==> src/hdl/adc_regs_pkg.sv <==
// Package: register map, field positions, reset values for the converter
// register bank. Assumes a 32-bit AXI4-Lite slave with word-aligned byte offsets.
package adc_regs_pkg;

  localparam int unsigned AXI_ADDR_W = 8;
  localparam int unsigned AXI_DATA_W = 32;

  // Byte offsets on the bus
  localparam logic [7:0] OFS_COMMAND  = 8'h00;
  localparam logic [7:0] OFS_DATA     = 8'h04;
  localparam logic [7:0] OFS_RESULT_IN = 8'h08;
  localparam logic [7:0] OFS_SESSION  = 8'h0C;

  // Target register select codes (command bits 3:0)
  localparam logic [3:0] SEL_COMMAND = 4'h0;
  localparam logic [3:0] SEL_STATUS  = 4'h0;
  localparam logic [3:0] SEL_MODE    = 4'h1;
  localparam logic [3:0] SEL_CHANNEL = 4'h2;
  localparam logic [3:0] SEL_FILTER  = 4'h3;
  localparam logic [3:0] SEL_RESULT  = 4'h4;
  localparam logic [3:0] SEL_OFFSET  = 4'h5;
  localparam logic [3:0] SEL_GAIN    = 4'h6;
  localparam logic [3:0] SEL_PORT    = 4'h7;
  localparam logic [3:0] SEL_TEST1   = 4'hC;
  localparam logic [3:0] SEL_TEST2   = 4'hD;
  localparam logic [3:0] SEL_ID      = 4'hF;

  // Command register fields
  localparam int unsigned CMD_WEN_BIT = 7;
  localparam int unsigned CMD_RD_BIT  = 6;

  // Mode register: fully differential when mode bit 4 clear
  localparam int unsigned MODE_PSEUDO_BIT = 4;
  // Channel control: channel in 7:4
  localparam int unsigned CH_SEL_LSB = 4;

  // Reset values
  localparam logic [7:0]  RST_STATUS  = 8'h00;
  localparam logic [7:0]  RST_MODE    = 8'h00;
  localparam logic [7:0]  RST_CHANNEL = 8'h07;
  localparam logic [7:0]  RST_PORT    = 8'h00;
  localparam logic [7:0]  RST_FILTER  = 8'h45;
  localparam logic [23:0] RST_RESULT  = 24'h000000;
  localparam logic [23:0] RST_OFFSET  = 24'h800000;
  localparam logic [23:0] RST_GAIN    = 24'h500000;
  localparam logic [23:0] RST_TEST    = 24'h000000;
  localparam logic [7:0]  FILTER_MIN  = 8'h03;

  localparam int unsigned NUM_CAL = 5;

  // Response codes
  localparam logic [1:0] RESP_OKAY   = 2'b00;
  localparam logic [1:0] RESP_SLVERR = 2'b10;

  // Session bit: 1 while waiting for a command write
  localparam int unsigned SES_WAIT_BIT = 0;

endpackage

==> src/hdl/cal_bank.sv <==
// Calibration coefficient bank: offset or gain words, one per differential
// channel pair. Assumes the caller picks the slot from the channel.
`timescale 1ns/1ps
module cal_bank
  import adc_regs_pkg::*;
#(
  parameter int unsigned DEPTH = NUM_CAL,
  parameter logic [23:0] RESET_WORD = RST_OFFSET
) (
  input  wire logic        clk_sys,
  input  wire logic        sys_rst,
  input  wire logic [2:0]  slot,
  input  wire logic        wr_en,
  input  wire logic [23:0] wr_word,
  output logic      [23:0] rd_word
);

  // Slot select is three bits wide, so at most eight words
  if (DEPTH < 1 || DEPTH > 8) begin : g_depth_check
    $error("cal_bank depth out of range");
  end

  logic [23:0] word_q [DEPTH];

  always_ff @(posedge clk_sys) begin
    for (int i = 0; i < DEPTH; i++) begin
      if (sys_rst) begin
        word_q[i] <= RESET_WORD;
      end else if (wr_en && slot == i[2:0]) begin
        word_q[i] <= wr_word;
      end
    end
  end

  // Out-of-range slot reads the last word rather than garbage
  always_comb begin
    rd_word = word_q[DEPTH-1];
    for (int i = 0; i < DEPTH; i++) begin
      if (slot == i[2:0]) begin
        rd_word = word_q[i];
      end
    end
  end

endmodule // cal_bank

==> src/hdl/adc_register_map_control.sv <==
// Register bank of a multichannel converter, reached through one command
// word and one data window over AXI4-Lite.
// Assumes a single clock and one read and one write outstanding at most.
//
// The address map and the AXI4-Lite interface to the registers are this design's own decisions.
`timescale 1ns/1ps
module adc_register_map_control
  import adc_regs_pkg::*;
#(
  parameter logic [7:0] SILICON_ID = 8'h5A  // Arbitrary value
) (
  input  wire logic                  clk_sys,
  input  wire logic                  sys_rst,
  input  wire logic [AXI_ADDR_W-1:0] s_axi_awaddr,
  input  wire logic                  s_axi_awvalid,
  output logic                       s_axi_awready,
  input  wire logic [AXI_DATA_W-1:0] s_axi_wdata,
  input  wire logic [3:0]            s_axi_wstrb,
  input  wire logic                  s_axi_wvalid,
  output logic                       s_axi_wready,
  output logic [1:0]                 s_axi_bresp,
  output logic                       s_axi_bvalid,
  input  wire logic                  s_axi_bready,
  input  wire logic [AXI_ADDR_W-1:0] s_axi_araddr,
  input  wire logic                  s_axi_arvalid,
  output logic                       s_axi_arready,
  output logic [AXI_DATA_W-1:0]      s_axi_rdata,
  output logic [1:0]                 s_axi_rresp,
  output logic                       s_axi_rvalid,
  input  wire logic                  s_axi_rready,
  input  wire logic [23:0]           conv_result,
  input  wire logic                  conv_valid,
  input  wire logic [7:0]            status_in,
  output logic [7:0]                 mode_q,
  output logic [7:0]                 channel_q,
  output logic [7:0]                 port_q,
  output logic [7:0]                 decimation_word
);

  ////////////////////////////////////////////////////////////////////////////
  // Bus channel capture

  logic [AXI_ADDR_W-1:0] awaddr_q;
  logic                  aw_held_q;
  logic [AXI_DATA_W-1:0] wdata_q;
  logic [3:0]            wstrb_q;
  logic                  w_held_q;
  logic                  wr_go;

  assign wr_go = aw_held_q && w_held_q && !s_axi_bvalid;

  always_ff @(posedge clk_sys) begin
    if (sys_rst) begin
      s_axi_awready <= 1'b0;
      aw_held_q     <= 1'b0;
      awaddr_q      <= '0;
    end else if (s_axi_awvalid && s_axi_awready) begin
      s_axi_awready <= 1'b0;
      aw_held_q     <= 1'b1;
      awaddr_q      <= s_axi_awaddr;
    end else begin
      if (wr_go) begin
        aw_held_q <= 1'b0;
      end
      s_axi_awready <= !aw_held_q && !s_axi_awready;
    end
  end

  always_ff @(posedge clk_sys) begin
    if (sys_rst) begin
      s_axi_wready <= 1'b0;
      w_held_q     <= 1'b0;
      wdata_q      <= '0;
      wstrb_q      <= '0;
    end else if (s_axi_wvalid && s_axi_wready) begin
      s_axi_wready <= 1'b0;
      w_held_q     <= 1'b1;
      wdata_q      <= s_axi_wdata;
      wstrb_q      <= s_axi_wstrb;
    end else begin
      if (wr_go) begin
        w_held_q <= 1'b0;
      end
      s_axi_wready <= !w_held_q && !s_axi_wready;
    end
  end

  ////////////////////////////////////////////////////////////////////////////
  // Command session state

  typedef enum logic [1:0] {
    WAIT_CMD,
    WAIT_WRITE,
    WAIT_READ
  } session_t;

  session_t   state_q;
  logic [3:0] target_q;

  // Word address decode, shared by the session logic, register updates and read path
  function automatic logic is_word(input logic [AXI_ADDR_W-1:0] a,
                                   input logic [7:0] ofs);
    return a[7:2] == ofs[7:2];
  endfunction

  logic cmd_wr;
  logic data_wr;
  logic data_rd;
  logic [AXI_ADDR_W-1:0] rd_addr;

  // Command occupies byte lane 0; other lanes do not form a command
  assign cmd_wr  = wr_go && is_word(awaddr_q, OFS_COMMAND) && wstrb_q[0];
  assign data_wr = wr_go && is_word(awaddr_q, OFS_DATA)
                   && state_q == WAIT_WRITE;

  always_ff @(posedge clk_sys) begin
    if (sys_rst) begin
      state_q  <= WAIT_CMD;
      target_q <= SEL_STATUS;
    end else if (cmd_wr) begin
      // A write only counts with the enable bit cleared
      if (!wdata_q[CMD_WEN_BIT]) begin
        target_q <= wdata_q[3:0];
        state_q  <= wdata_q[CMD_RD_BIT] ? WAIT_READ : WAIT_WRITE;
      end
    end else if (data_wr || data_rd) begin
      state_q <= WAIT_CMD;
    end
  end

  ////////////////////////////////////////////////////////////////////////////
  // Register contents

  logic [7:0]  status_q;
  logic [23:0] result_q;
  logic [23:0] test1_q;
  logic [23:0] test2_q;
  logic [23:0] offset_word;
  logic [23:0] gain_word;
  logic [2:0]  cal_slot;
  logic        wr_sel_mode;

  always_ff @(posedge clk_sys) begin
    if (sys_rst) begin
      status_q <= RST_STATUS;
    end else begin
      status_q <= status_in;
    end
  end

  always_ff @(posedge clk_sys) begin
    if (sys_rst) begin
      result_q <= RST_RESULT;
    end else if (conv_valid) begin
      result_q <= conv_result;
    end
  end

  // Mode, channel and test words store bits as written; port keeps only bits in 8'h33, filter clamps
  always_ff @(posedge clk_sys) begin
    if (sys_rst) begin
      mode_q          <= RST_MODE;
      channel_q       <= RST_CHANNEL;
      port_q          <= RST_PORT;
      decimation_word <= RST_FILTER;
      test1_q         <= RST_TEST;
      test2_q         <= RST_TEST;
    end else if (data_wr) begin
      unique case (target_q)
        SEL_MODE:    mode_q    <= wdata_q[7:0];
        SEL_CHANNEL: channel_q <= wdata_q[7:0];
        SEL_PORT:    port_q    <= wdata_q[7:0] & 8'h33;
        SEL_FILTER: begin
          // Out-of-range words clamp to the least legal value
          decimation_word <= (wdata_q[7:0] < FILTER_MIN) ?
                             FILTER_MIN : wdata_q[7:0];
        end
        SEL_TEST1:   test1_q   <= wdata_q[23:0];
        SEL_TEST2:   test2_q   <= wdata_q[23:0];
        default: begin
        end
      endcase
    end
  end

  // Pseudo-differential mode pairs channels onto one slot
  assign cal_slot = mode_q[MODE_PSEUDO_BIT] ?
                    channel_q[CH_SEL_LSB+3:CH_SEL_LSB+1] :
                    channel_q[CH_SEL_LSB+2:CH_SEL_LSB];
  assign wr_sel_mode = data_wr;

  cal_bank #(
    .DEPTH      (NUM_CAL),
    .RESET_WORD (RST_OFFSET)
  ) u_offset (
    .clk_sys (clk_sys),
    .sys_rst (sys_rst),
    .slot    (cal_slot),
    .wr_en   (wr_sel_mode && target_q == SEL_OFFSET),
    .wr_word (wdata_q[23:0]),
    .rd_word (offset_word)
  );

  cal_bank #(
    .DEPTH      (NUM_CAL),
    .RESET_WORD (RST_GAIN)
  ) u_gain (
    .clk_sys (clk_sys),
    .sys_rst (sys_rst),
    .slot    (cal_slot),
    .wr_en   (wr_sel_mode && target_q == SEL_GAIN),
    .wr_word (wdata_q[23:0]),
    .rd_word (gain_word)
  );

  ////////////////////////////////////////////////////////////////////////////
  // Write response

  always_ff @(posedge clk_sys) begin
    if (sys_rst) begin
      s_axi_bvalid <= 1'b0;
      s_axi_bresp  <= RESP_OKAY;
    end else if (wr_go) begin
      s_axi_bvalid <= 1'b1;
      // Data window without a pending write command is refused
      s_axi_bresp  <= (is_word(awaddr_q, OFS_COMMAND) ||
                       (is_word(awaddr_q, OFS_DATA) &&
                        state_q == WAIT_WRITE)) ? RESP_OKAY : RESP_SLVERR;
    end else if (s_axi_bready) begin
      s_axi_bvalid <= 1'b0;
    end
  end

  ////////////////////////////////////////////////////////////////////////////
  // Read path

  function automatic logic [23:0] target_word(input logic [3:0] sel);
    unique case (sel)
      SEL_STATUS:  return {16'h0000, status_q};
      SEL_MODE:    return {16'h0000, mode_q};
      SEL_CHANNEL: return {16'h0000, channel_q};
      SEL_PORT:    return {16'h0000, port_q};
      SEL_FILTER:  return {16'h0000, decimation_word};
      SEL_RESULT:  return result_q;
      SEL_OFFSET:  return offset_word;
      SEL_GAIN:    return gain_word;
      SEL_TEST1:   return test1_q;
      SEL_TEST2:   return test2_q;
      SEL_ID:      return {16'h0000, SILICON_ID};
      default:     return 24'h000000;
    endcase
  endfunction

  logic rd_go;
  assign rd_go   = s_axi_arvalid && s_axi_arready;
  assign rd_addr = s_axi_araddr;
  assign data_rd = rd_go && is_word(rd_addr, OFS_DATA)
                   && state_q == WAIT_READ && !cmd_wr;

  always_ff @(posedge clk_sys) begin
    if (sys_rst) begin
      s_axi_arready <= 1'b0;
    end else begin
      s_axi_arready <= !s_axi_arready && !s_axi_rvalid;
    end
  end

  always_ff @(posedge clk_sys) begin
    if (sys_rst) begin
      s_axi_rvalid <= 1'b0;
      s_axi_rdata  <= '0;
      s_axi_rresp  <= RESP_OKAY;
    end else if (rd_go) begin
      s_axi_rvalid <= 1'b1;
      s_axi_rresp  <= RESP_OKAY;
      if (data_rd) begin
        s_axi_rdata <= {8'h00, target_word(target_q)};
      end else if (is_word(rd_addr, OFS_SESSION)) begin
        s_axi_rdata <= {27'h0, target_q,
                        state_q == WAIT_CMD};
      end else if (is_word(rd_addr, OFS_DATA)) begin
        s_axi_rdata <= '0;
        s_axi_rresp <= RESP_SLVERR;
      end else begin
        // Command is write only and reads as zero
        s_axi_rdata <= '0;
        s_axi_rresp <= is_word(rd_addr, OFS_COMMAND) ? RESP_OKAY
                                                     : RESP_SLVERR;
      end
    end else if (s_axi_rready) begin
      s_axi_rvalid <= 1'b0;
    end
  end

endmodule // adc_register_map_control

==> config.mk <==
export PLATFORM = sky130hd
export DESIGN_NAME = adc_register_map_control
export DESIGN_NICKNAME = d
export VERILOG_FILES = /design/src/hdl/adc_regs_pkg.sv /design/src/hdl/cal_bank.sv /design/src/hdl/adc_register_map_control.sv
export SDC_FILE = /design/constraint.sdc
export NUM_CORES = 1
export LEC_CHECK = 0
export BUFFER_PORTS_ARGS = -buffer_cell sky130_fd_sc_hd__buf_2
export CAP_MARGIN = 20
export CORE_ASPECT_RATIO = 0.6
export CORE_MARGIN = 8
export CORE_UTILIZATION = 33
export DETAILED_ROUTE_END_ITERATION = 7
export GPL_TIMING_DRIVEN = 0
export SLEW_MARGIN = 30
export SYNTH_ARGS = -nofsm -noshare
export SYNTH_HDL_FRONTEND = slang
export SYNTH_SLANG_ARGS = --single-unit
==> constraint.sdc <==
create_clock -name clk_sys -period 4.6 [get_ports clk_sys]
set_clock_uncertainty 0.05 [all_clocks]
set_input_delay 0.23 -clock clk_sys [delete_from_list [all_inputs] [get_ports clk_sys]]
set_output_delay 0.23 -clock clk_sys [all_outputs]
set_load 0.03 [all_outputs]
==> impl_metrics.yaml, run 1 <==
die:
  die_w_um: 330
  fp.dieH_um: 204
  boundaryPins: 165
  die-area_um2: 67500
  rows: 69
  start_util_pct: 33.2
  core_um2: 58900
cts:
  clock_sinks: 418
  cts_tree: "yes"
  cts_htree_levels: 2
  cts-root-buf: "clkbuf_16"
  path_clk_slew_ns: 0.07
  numCtsBuffers: 39
  ctsResizeCount: 0
  clockBufferDepth: 3
  clk_latency_ns: 0.58
yosys:
  synth_top_flop_cell: "edfxtp_1"
  syn-instance-count: 1930
  syn_area_per_cell_um2: 10.1
  yosysSeqAreaShare_pct: 55.1
  yosysMostFrequentCell: "edfxtp_1"
  syn_area_um2: 19500
  synth_edf_count: 240
  yosys.area.top_type: "edfxtp_1"
  ys_types: 86
  synth_common_cells: "240 x edfxtp_1, 236 x and2_1, 234 x nand2_1, 179 x a21oi_1, 178 x dfxtp_1"
  synthArstFlopShare_pct: 0
  ys_warn_count: 0
  synthTopCellsByArea: "edfxtp_1 37%, dfxtp_1 18%, and2_1 7.6%"
  ys_seq_elements: 418
  yosys.area.top_type_share_pct: 36.9
global_route:
  grt_pass1_wl_mm: 116
  grt_pass1_vias: 16200
  grt_max_degree: 18
  grt_usage_pct: 23.7
  antenna_found_initial: 5
  gr-total-overflow: 0
routing:
  drc: 0
  drt-total-wl_mm: 83.6
  vias: 17300
  wire_per_inst_um: 27.7
  drtIter0Drc: 2791
  vias_per_cell: 5.73
  drtPass1Iterations: 5
  ant_nets: 0
critical_path:
  startpoint_type: "register"
  critPathMaxFanout: 13
  critPathCaptureType: "register"
  required_ns: 4.83
  cp.arrival_ns: 4.79
  critPathKind: "reg2reg"
power:
  leakage_nw: 8.38
  power.total_mw: 7.91
  ir_drop_v: 0.000234
  p_per_area_nw_per_um2: 335
layout:
  seq_area_um2: 10800
  stdcell_area_um2: 23600
  drive_gt1_share_pct: 14.3
  final_util_pct: 40.1
  area_growth_pct: 20.9
  multi_input_area_um2: 8050
  layout.nets: 2293
  fill_cells: 5702
run_status:
  status: "completed"
place:
  portBuffers: 133
  gp_congestion: 0.996
  place_area_um2: 21700
  dp_hpwl_mm: 62.1
timing:
  min_period_over_period_pct: 99.2
  finalCriticalPeriod_ns: 4.56
  setup_violations: 0
  tightest_slew_ns: 1.10
  hold_violations: 0
  relSlewSlack_pct: 26.4
  max_freq_ghz: 0.219
  rsz0062_at_grt: "false"
  whs_ns: 0.0624
  drv_slew: 0
min_path:
  hold_class: "in2reg"
run:
  cap_violations: 0
[flip-flops by register name, summed over array words and instances (netlist names), 24 cells and up]
register	count
test1_q	24
result_q	24
wdata_q	24
test2_q	24
u_offset.word_q	120
u_gain.word_q	120
s_axi_rdata	24
[layout by cell type (no fill, tap or decap), types with 7 or more instances in the layout]
cell type,instances
nand2b_1,17
dlygate4sd3_1,71
a311oi_1,7
mux2i_1,68
nor2b_1,22
inv_1,12
o221ai_1,11
nand3_1,13
nand3b_1,7
o21a_1,7
edfxtp_1,240
buf_4,19
buf_6,8
nor3_1,9
clkbuf_1,125
nand2_1,234
nor2_1,126
dfxtp_1,178
a22oi_1,11
a211oi_1,16
buf_1,8
o211ai_1,19
and3_1,11
or3_1,21
o21bai_4,10
o21ai_0,74
buf_16,9
and2_1,236
a21oi_1,178
a211o_1,8
clkbuf_16,39
o2111ai_1,12
a221oi_1,21
a31oi_1,10
o22ai_1,46
clkbuf_2,7
buf_2,171
conb_1,14
[layout make-up]
| cell class | instances | area share (%) |
|---|---|---|
| Multi-Input combinational cell | 1325 | 34.1 |
| Inverter | 13 | 0.207 |
| Antenna cell | 1 | 0.0106 |
| Timing Repair Buffer | 217 | 7.03 |
| Sequential cell | 418 | 45.6 |
| Clock inverter | 13 | 0.583 |
| Buffer | 187 | 3.71 |
| Clock buffer | 58 | 4.62 |
| Tap cell | 781 | 4.14 |
[cells by family (layout without fill, tap and decap cells)]
family,count (synthesis),after routing,synth area share [%]
AOI/OAI and AO/OA,499,499,16.5
xor gates and xnor gates,3,3,0.135
buffers and inverters,200,488,4.71
DFF,418,418,55.1
muxes,78,78,4.35
other,1,15,0.0192
and+or+nand+nor,731,731,19.1
[where the power goes]
part	switching (mW)	total [mW]	internal, mW
Sequential	0.0562	4.10	4.04
Clock	1.56	3.34	1.78
Combinational	0.302	0.480	0.179
Total	1.92	7.91	6.00
[layer usage]
metal | up-vias | wire length (um) | GRT usage [%]
li1 | 7441 | - | -
met1 | 8472 | 36600 | 35.1
met2 | 1216 | 31700 | 30.6
met3 | 138 | 13400 | 10.9
met4 | 0 | 1890 | 5.28
met5 | - | 0 | 0
[through the flow]
| stage | std cells | TNS [ns] | worst slack, ns |
|---|---|---|---|
| 4_1_cts | 3012 | 0 | 0.402 |
| 2_1_floorplan | 1943 | 0 | 1.44 |
| 3_5_place_dp | 2870 | 0 | 0.410 |
| 6_report | 3013 | 0 | 0.0362 |
| 3_3_place_gp | 2857 | -175.11 | -1.21 |
| 5_1_grt | 3012 | 0 | 0.144 |
[worst max-delay path, cell delays in order (launching register included)]
cell	delay, ns
dfxtp_1	0.49
nand2b_1	0.31
nor2_1	0.29
clkbuf_1	0.78
clkbuf_1	0.82
nand2_1	0.55
o21bai_4	0.71
buf_16	0.24
[worst paths after layout]
kind | to | slack [ns] | from | cells past startpoint
worst max-delay path | u_offset.word_q[4][20] | 0.04 | target_q[0] | 7
worst min-delay path | s_axi_rresp[1] | 0.06 | s_axi_araddr[3] | 4
worst max register to register | u_offset.word_q[4][20] | 0.04 | target_q[0] | 7
worst min register to register | test1_q[14] | 0.41 | test1_q[14] | 2
[what timing repair did]
action	in CTS	in global routing
setup buffers	0	0
endpoints found under the hold margin	65	0
hold buffers	71	0
No activity file was read; power rests on OpenSTA's default activity.
==> run 2: changes to the inputs <==
--- a/config.mk
+++ b/config.mk
@@ -5,6 +5,7 @@
 export SDC_FILE = /design/constraint.sdc
 export NUM_CORES = 1
 export LEC_CHECK = 0
+export ABC_AREA = 1
 export BUFFER_PORTS_ARGS = -buffer_cell sky130_fd_sc_hd__buf_2
 export CAP_MARGIN = 20
 export CORE_ASPECT_RATIO = 0.6
==> run 2 against run 1 <==
Against the previous run: power rose by 0.20%; routed wire length down 17%; combinational power up 9.4%; cell count up 7.8%; count of clock-buffer cells in the layout is 1 lower; largest power group unchanged; highest routed layer is now met5.
==> impl_metrics.yaml, run 2 <==
run_status:
  status: "completed"
timing:
  hold_violations: 0
  min_period_over_period_pct: 70.1
  setup_violations: 0
  drv_slew: 0
  tightest_slew_ns: 1.03
  finalCriticalPeriod_ns: 3.22
  max_freq_ghz: 0.310
  relSlewSlack_pct: 31.4
  rsz0062_at_grt: "false"
critical_path:
  critPathMaxFanout: 10
  critPathCaptureType: "register"
  crit_family: "simple AND/OR/NAND/NOR gates"
  timing.rr.end: "s_axi_rdata[7]"
  rrSetupSlack_ns: 1.38
  worst-path-buf-inv: 4
  required_ns: 4.97
  cpMostUsedCell: "nand3_1"
  cp.arrival_ns: 3.59
  crit_start: "mode_q[4]"
  startpoint_type: "register"
  critPathKind: "reg2reg"
  max_stage_delay_ns: 0.75
  crit_slowest_cell: "clkbuf_1"
  r2r_start: "mode_q[4]"
  reg2reg_depth: 13
  crit_chain: "buf_6, inv_4, nand2_1, nand2_2, nand2_2, nor2_4, inv_2, clkbuf_1, nand3_1, nand3_1, nand3_1, nand2_1, a21oi_1"
power:
  p_per_area_nw_per_um2: 349
  leakage_nw: 9.09
  power.total_mw: 7.93
  ir_drop_v: 0.000247
die:
  die-area_um2: 65100
  die_w_um: 324
  rows: 67
  start_util_pct: 33.5
  fp.dieH_um: 201
  boundaryPins: 165
  core_um2: 56100
global_route:
  grt_usage_pct: 20.5
  antenna_found_initial: 1
  grt_max_degree: 17
  grt_pass1_wl_mm: 101
  grt_pass1_vias: 15800
  gr-total-overflow: 0
cts:
  clock_sinks: 418
  cts_htree_levels: 2
  cts_tree: "yes"
  path_clk_slew_ns: 0.07
  cts-root-buf: "clkbuf_16"
  clockBufferDepth: 3
  clk_latency_ns: 0.55
  ctsResizeCount: 0
  numCtsBuffers: 39
yosys:
  synth_top_flop_cell: "edfxtp_1"
  synth_edf_count: 240
  synth_common_cells: "385 x nor2_1, 370 x nand2_1, 243 x inv_1, 240 x edfxtp_1, 203 x a21oi_1"
  ys_seq_elements: 418
  syn_area_per_cell_um2: 8.56
  synthArstFlopShare_pct: 0
  syn-instance-count: 2195
  ys_warn_count: 0
  yosys.area.top_type_share_pct: 38.4
  yosysSeqAreaShare_pct: 57.3
  synthTopCellsByArea: "edfxtp_1 38%, dfxtp_1 19%, nor2_1 7.7%"
  yosysMostFrequentCell: "nor2_1"
  yosys.area.top_type: "edfxtp_1"
  syn_area_um2: 18800
  ys_types: 40
layout:
  area_growth_pct: 21.0
  drive_gt1_share_pct: 14.1
  layout.nets: 2552
  final_util_pct: 40.6
  top_regs: "u_gain.word_q (120), u_offset.word_q (120)"
  diodes: 0
  layout_commonest_cell: "nor2_1"
  fill_cells: 5648
  layout.cells.most_common_list: "385 x nor2_1, 370 x nand2_1, 243 x inv_1"
routing:
  drc: 0
  ant_nets: 0
  drtPass1Iterations: 5
  wire_per_inst_um: 21.3
  vias: 16700
  drtIter0Drc: 2391
  vias_per_cell: 5.15
  drt-total-wl_mm: 69.3
min_path:
  hold_depth: 4
  worstHoldStart: "conv_valid"
  holdPathEnd: "result_q[3]"
  hold_class: "in2reg"
run:
  cap_violations: 0
place:
  portBuffers: 134
  dp_hpwl_mm: 51.8
  gp_congestion: 0.936
[run 2: cell types whose count changed in the layout (fill, tap and decap cells not counted), sizes merged, moves of 21 or more]
cell	before	now
nor2b	24	0
nor2	129	392
clkbuf	175	123
mux2i	68	0
o21ai	79	160
o22ai	46	9
nand3	13	109
a21oi	180	203
and2	236	0
inv	15	264
nand4	0	21
or3	21	0
nand2	234	380
[run 2: timing repair]
item	CTS	global route
hold buffers	67	0
buffers inserted	0	0
hold endpoints to repair	65	0
[run 2: layer usage]
layer | GRT usage (%) | up-vias | wire length (um)
met3 | 6.87 | 79 | 9080
met2 | 27.9 | 874 | 27300
li1 | - | 7671 | -
met1 | 31.3 | 8088 | 32100
met4 | 3.06 | 2 | 817
met5 | 0 | - | 11
[run 2: logic make-up (layout without fill, tap and decap cells)]
kind of cell,after synthesis,in the layout,synth area share [%]
AND/OR/NAND/NOR,951,951,21.5
other,1,14,0.0200
buffers and inverters,418,698,9.74
flip-flops,418,418,57.3
AO/OA/AOI/OAI,407,407,11.5
[run 2: final cells by class]
type	instances	area, um^2	area share [%]
inverters	269	1010	4.45
clock buffers	57	1120	4.91
clock inverters	12	126	0.556
repair buffers	211	1590	7.00
well taps	759	950	4.18
multi-input cells	1372	6360	27.9
plain buffers	149	821	3.61
flip-flops and latches	418	10800	47.4
[run 2: worst max path at each step]
stage          cells past startpoint              endpoint
2_1_floorplan                      8   u_gain.word_q[3][0]
3_3_place_gp                       6  u_gain.word_q[3][16]
3_5_place_dp                      13        s_axi_rdata[7]
4_1_cts                           13        s_axi_rdata[7]
5_1_grt                           13        s_axi_rdata[7]
6_report                          13        s_axi_rdata[7]
[run 2: metrics by stage]
| stage | TNS (ns) | std cells | area [um^2] | worst slack [ns] | hold slack [ns] |
|---|---|---|---|---|---|
| global route | 0 | 3247 | 22700 | 1.35 | 0.0977 |
| finish | 0 | 3247 | 22700 | 1.38 | 0.0633 |
| global placement | -204.07 | 3101 | 20500 | -1.05 | 0.377 |
| CTS | 0 | 3247 | 22700 | 1.55 | 0.0405 |
| floorplan | 0 | 2208 | 18800 | 0.994 | 0.287 |
| detailed placement | 0 | 3111 | 20800 | 1.56 | 0.384 |
[run 2: power by group]
group | switching, mW | internal (mW) | total, mW
combinational | 0.360 | 0.165 | 0.525
clock | 1.46 | 1.85 | 3.31
sequential | 0.0448 | 4.05 | 4.10
total | 1.87 | 6.07 | 7.93
[run 2: worst register-to-register path: stages, from the launching register on]
cell and delay, ns:
dfxtp_1 0.36, buf_6 0.15, inv_4 0.06, nand2_1 0.07, nand2_2 0.23, nand2_2 0.21
nor2_4 0.05, inv_2 0.23, clkbuf_1 0.76, nand3_1 0.32, nand3_1 0.18, nand3_1 0.22
nand2_1 0.14, a21oi_1 0.07
==> run 3: changes to the inputs <==
==> constraint.sdc (replaced) <==
create_clock -name clk_sys -period 3.2 [get_ports clk_sys]
set_clock_uncertainty 0.05 [all_clocks]
set_input_delay 0.16 -clock clk_sys [delete_from_list [all_inputs] [get_ports clk_sys]]
set_output_delay 0.16 -clock clk_sys [all_outputs]
set_load 0.03 [all_outputs]
==> run 3 against run 2 <==
Against the previous run: clock power up 45%; fmax rose by 4.1%; count of clock-buffer cells in the layout increased by 3; die area did not move; critical endpoint is now u_offset.word_q[2][13]; utilization up 0.15 points; routed wire length down 1.4%; critical path type unchanged; sequential power up 44%.
==> impl_metrics.yaml, run 3 (synthesis gave the netlist of run 2 again) <==
min_path:
  worstHoldStart: "s_axi_awvalid"
  hold_class: "in2reg"
  hold_depth: 3
  holdPathEnd: "aw_held_q"
cts:
  clock_sinks: 418
  path_clk_slew_ns: 0.07
  post_cts_buffers: 0
  clockBufferDepth: 3
  cts_tree: "yes"
  cts_htree_levels: 2
  cts-root-buf: "clkbuf_16"
  numCtsBuffers: 39
  clk_latency_ns: 0.56
timing:
  finalCriticalPeriod_ns: 3.10
  hold_violations: 0
  drv_slew: 0
  setup_violations: 0
  max_freq_ghz: 0.323
  relSlewSlack_pct: 36.8
  rsz0062_at_grt: "false"
  min_period_over_period_pct: 96.8
  tightest_slew_ns: 0.948
  whs_ns: 0.0192
die:
  core_um2: 56100
  rows: 67
  die-area_um2: 65100
  boundaryPins: 165
  die_w_um: 324
  fp.dieH_um: 201
  start_util_pct: 33.5
routing:
  vias_per_cell: 5.14
  wire_per_inst_um: 21.0
  ant_nets: 0
  drtPass1Iterations: 5
  drc: 0
  drtIter0Drc: 2185
  drt-total-wl_mm: 68.4
  vias: 16700
critical_path:
  reg2reg_depth: 7
  r2r_start: "target_q[2]"
  crit_slowest_cell: "nor2_2"
  rrSetupSlack_ns: 0.10
  critPathMaxFanout: 13
  cp.arrival_ns: 3.30
  required_ns: 3.40
  timing.rr.end: "u_offset.word_q[2][13]"
  startpoint_type: "register"
  max_stage_delay_ns: 0.65
  cpMostUsedCell: "inv_2"
  critPathCaptureType: "register"
  crit_chain: "nand2_2, nor2_2, inv_2, nor2_1, inv_2, o21ai_4, buf_16"
  critPathKind: "reg2reg"
global_route:
  grt_usage_pct: 20.4
  grt_pass1_wl_mm: 100
  grt_max_degree: 17
  grt_pass1_vias: 15900
  antenna_found_initial: 1
  gr-total-overflow: 0
run:
  cap_violations: 0
layout:
  area_growth_pct: 21.5
  drive_gt1_share_pct: 14.6
  layout.nets: 2554
  diodes: 0
  instances_no_fill: 3250
  top_regs: "u_gain.word_q (120), u_offset.word_q (120)"
  layout_commonest_cell: "nor2_1"
  layout.cells.most_common_list: "385 x nor2_1, 370 x nand2_1, 243 x inv_1"
power:
  leakage_nw: 9.15
  ir_drop_v: 0.000298
  p_per_area_nw_per_um2: 501
place:
  dp.cells: 3111
  dp_hpwl_mm: 51.8
  portBuffers: 134
  gp_congestion: 0.932
run_status:
  status: "completed"
[run 3: changes by cell type in the layout (fill, tap and decap cells not counted), sizes merged]
cell,previous run,this run
bufinv,3,0
clkbuf,123,126
dlygate4sd3,67,69
inv,264,265
[run 3: layer usage]
| layer | wire (um) | track usage (%) | share of wire, % | vias up |
|---|---|---|---|---|
| met1 | 32300 | 32.2 | 47 | 8106 |
| met3 | 8580 | 5.50 | 13 | 68 |
| met4 | 890 | 3.17 | 1.3 | 0 |
| li1 | - | - | - | 7658 |
| met5 | 0 | 0 | 0 | - |
| met2 | 26500 | 27.5 | 39 | 857 |
[run 3: stage by stage]
stage	TNS (ns)	util, %	cell area, um^2	setup slack [ns]	power (mW)
floorplan	-49.67	-	18800	-0.406	6.36
global placement	-420.75	36.5	20500	-2.41	6.63
detailed placement	0	37.2	20800	0.202	6.68
CTS	0	40.7	22800	0.184	11.4
global route	0	40.7	22800	0.0860	11.7
finish	0	40.7	22800	0.103	11.4
[run 3: repair_timing]
item                       in CTS  in global routing
setup endpoints to repair       0                  5
gates resized for setup         0                  1
hold buffers                   69                  0
hold endpoints to repair       65                  0
[run 3: worst max path at each step]
stage | start | endpoint | slack (ns) | cells after the start
after global placement | target_q[2] | u_gain.word_q[4][5] | -2.41 | 6
after global routing | mode_q[4] | s_axi_rdata[7] | 0.09 | 13
final | target_q[2] | u_offset.word_q[2][13] | 0.10 | 7
after floorplan | mode_q[4] | u_gain.word_q[3][0] | -0.41 | 8
after CTS | target_q[2] | u_gain.word_q[0][23] | 0.18 | 7
after detailed placement | target_q[2] | u_gain.word_q[0][4] | 0.20 | 7
[run 3: final cells by class]
cell class	instances	area, um^2
flip-flops and latches	418	10800
clock buffers	60	1230
well taps	759	950
clock inverters	10	53.8
inverters	269	1010
fillers	5587	33300
repair buffers	213	1620
plain buffers	149	825
multi-input cells	1372	6360
[run 3: worst max-delay path: cells and delay by family, from the launching register on]
kind / cells / cell delay (ns)
AND/OR/NAND/NOR: 3 / 1.04
buffers and inverters: 3 / 0.72
AO/OA/AOI/OAI: 1 / 0.54
flip-flops: 1 / 0.41
[run 3: power by group]
group | switching [mW] | leakage [nW] | total (mW) | internal [mW]
clock | 2.15 | 0.641 | 4.81 | 2.66
combinational | 0.513 | 4.64 | 0.754 | 0.241
sequential | 0.0638 | 3.87 | 5.89 | 5.82
total | 2.72 | 9.15 | 11.4 | 8.72
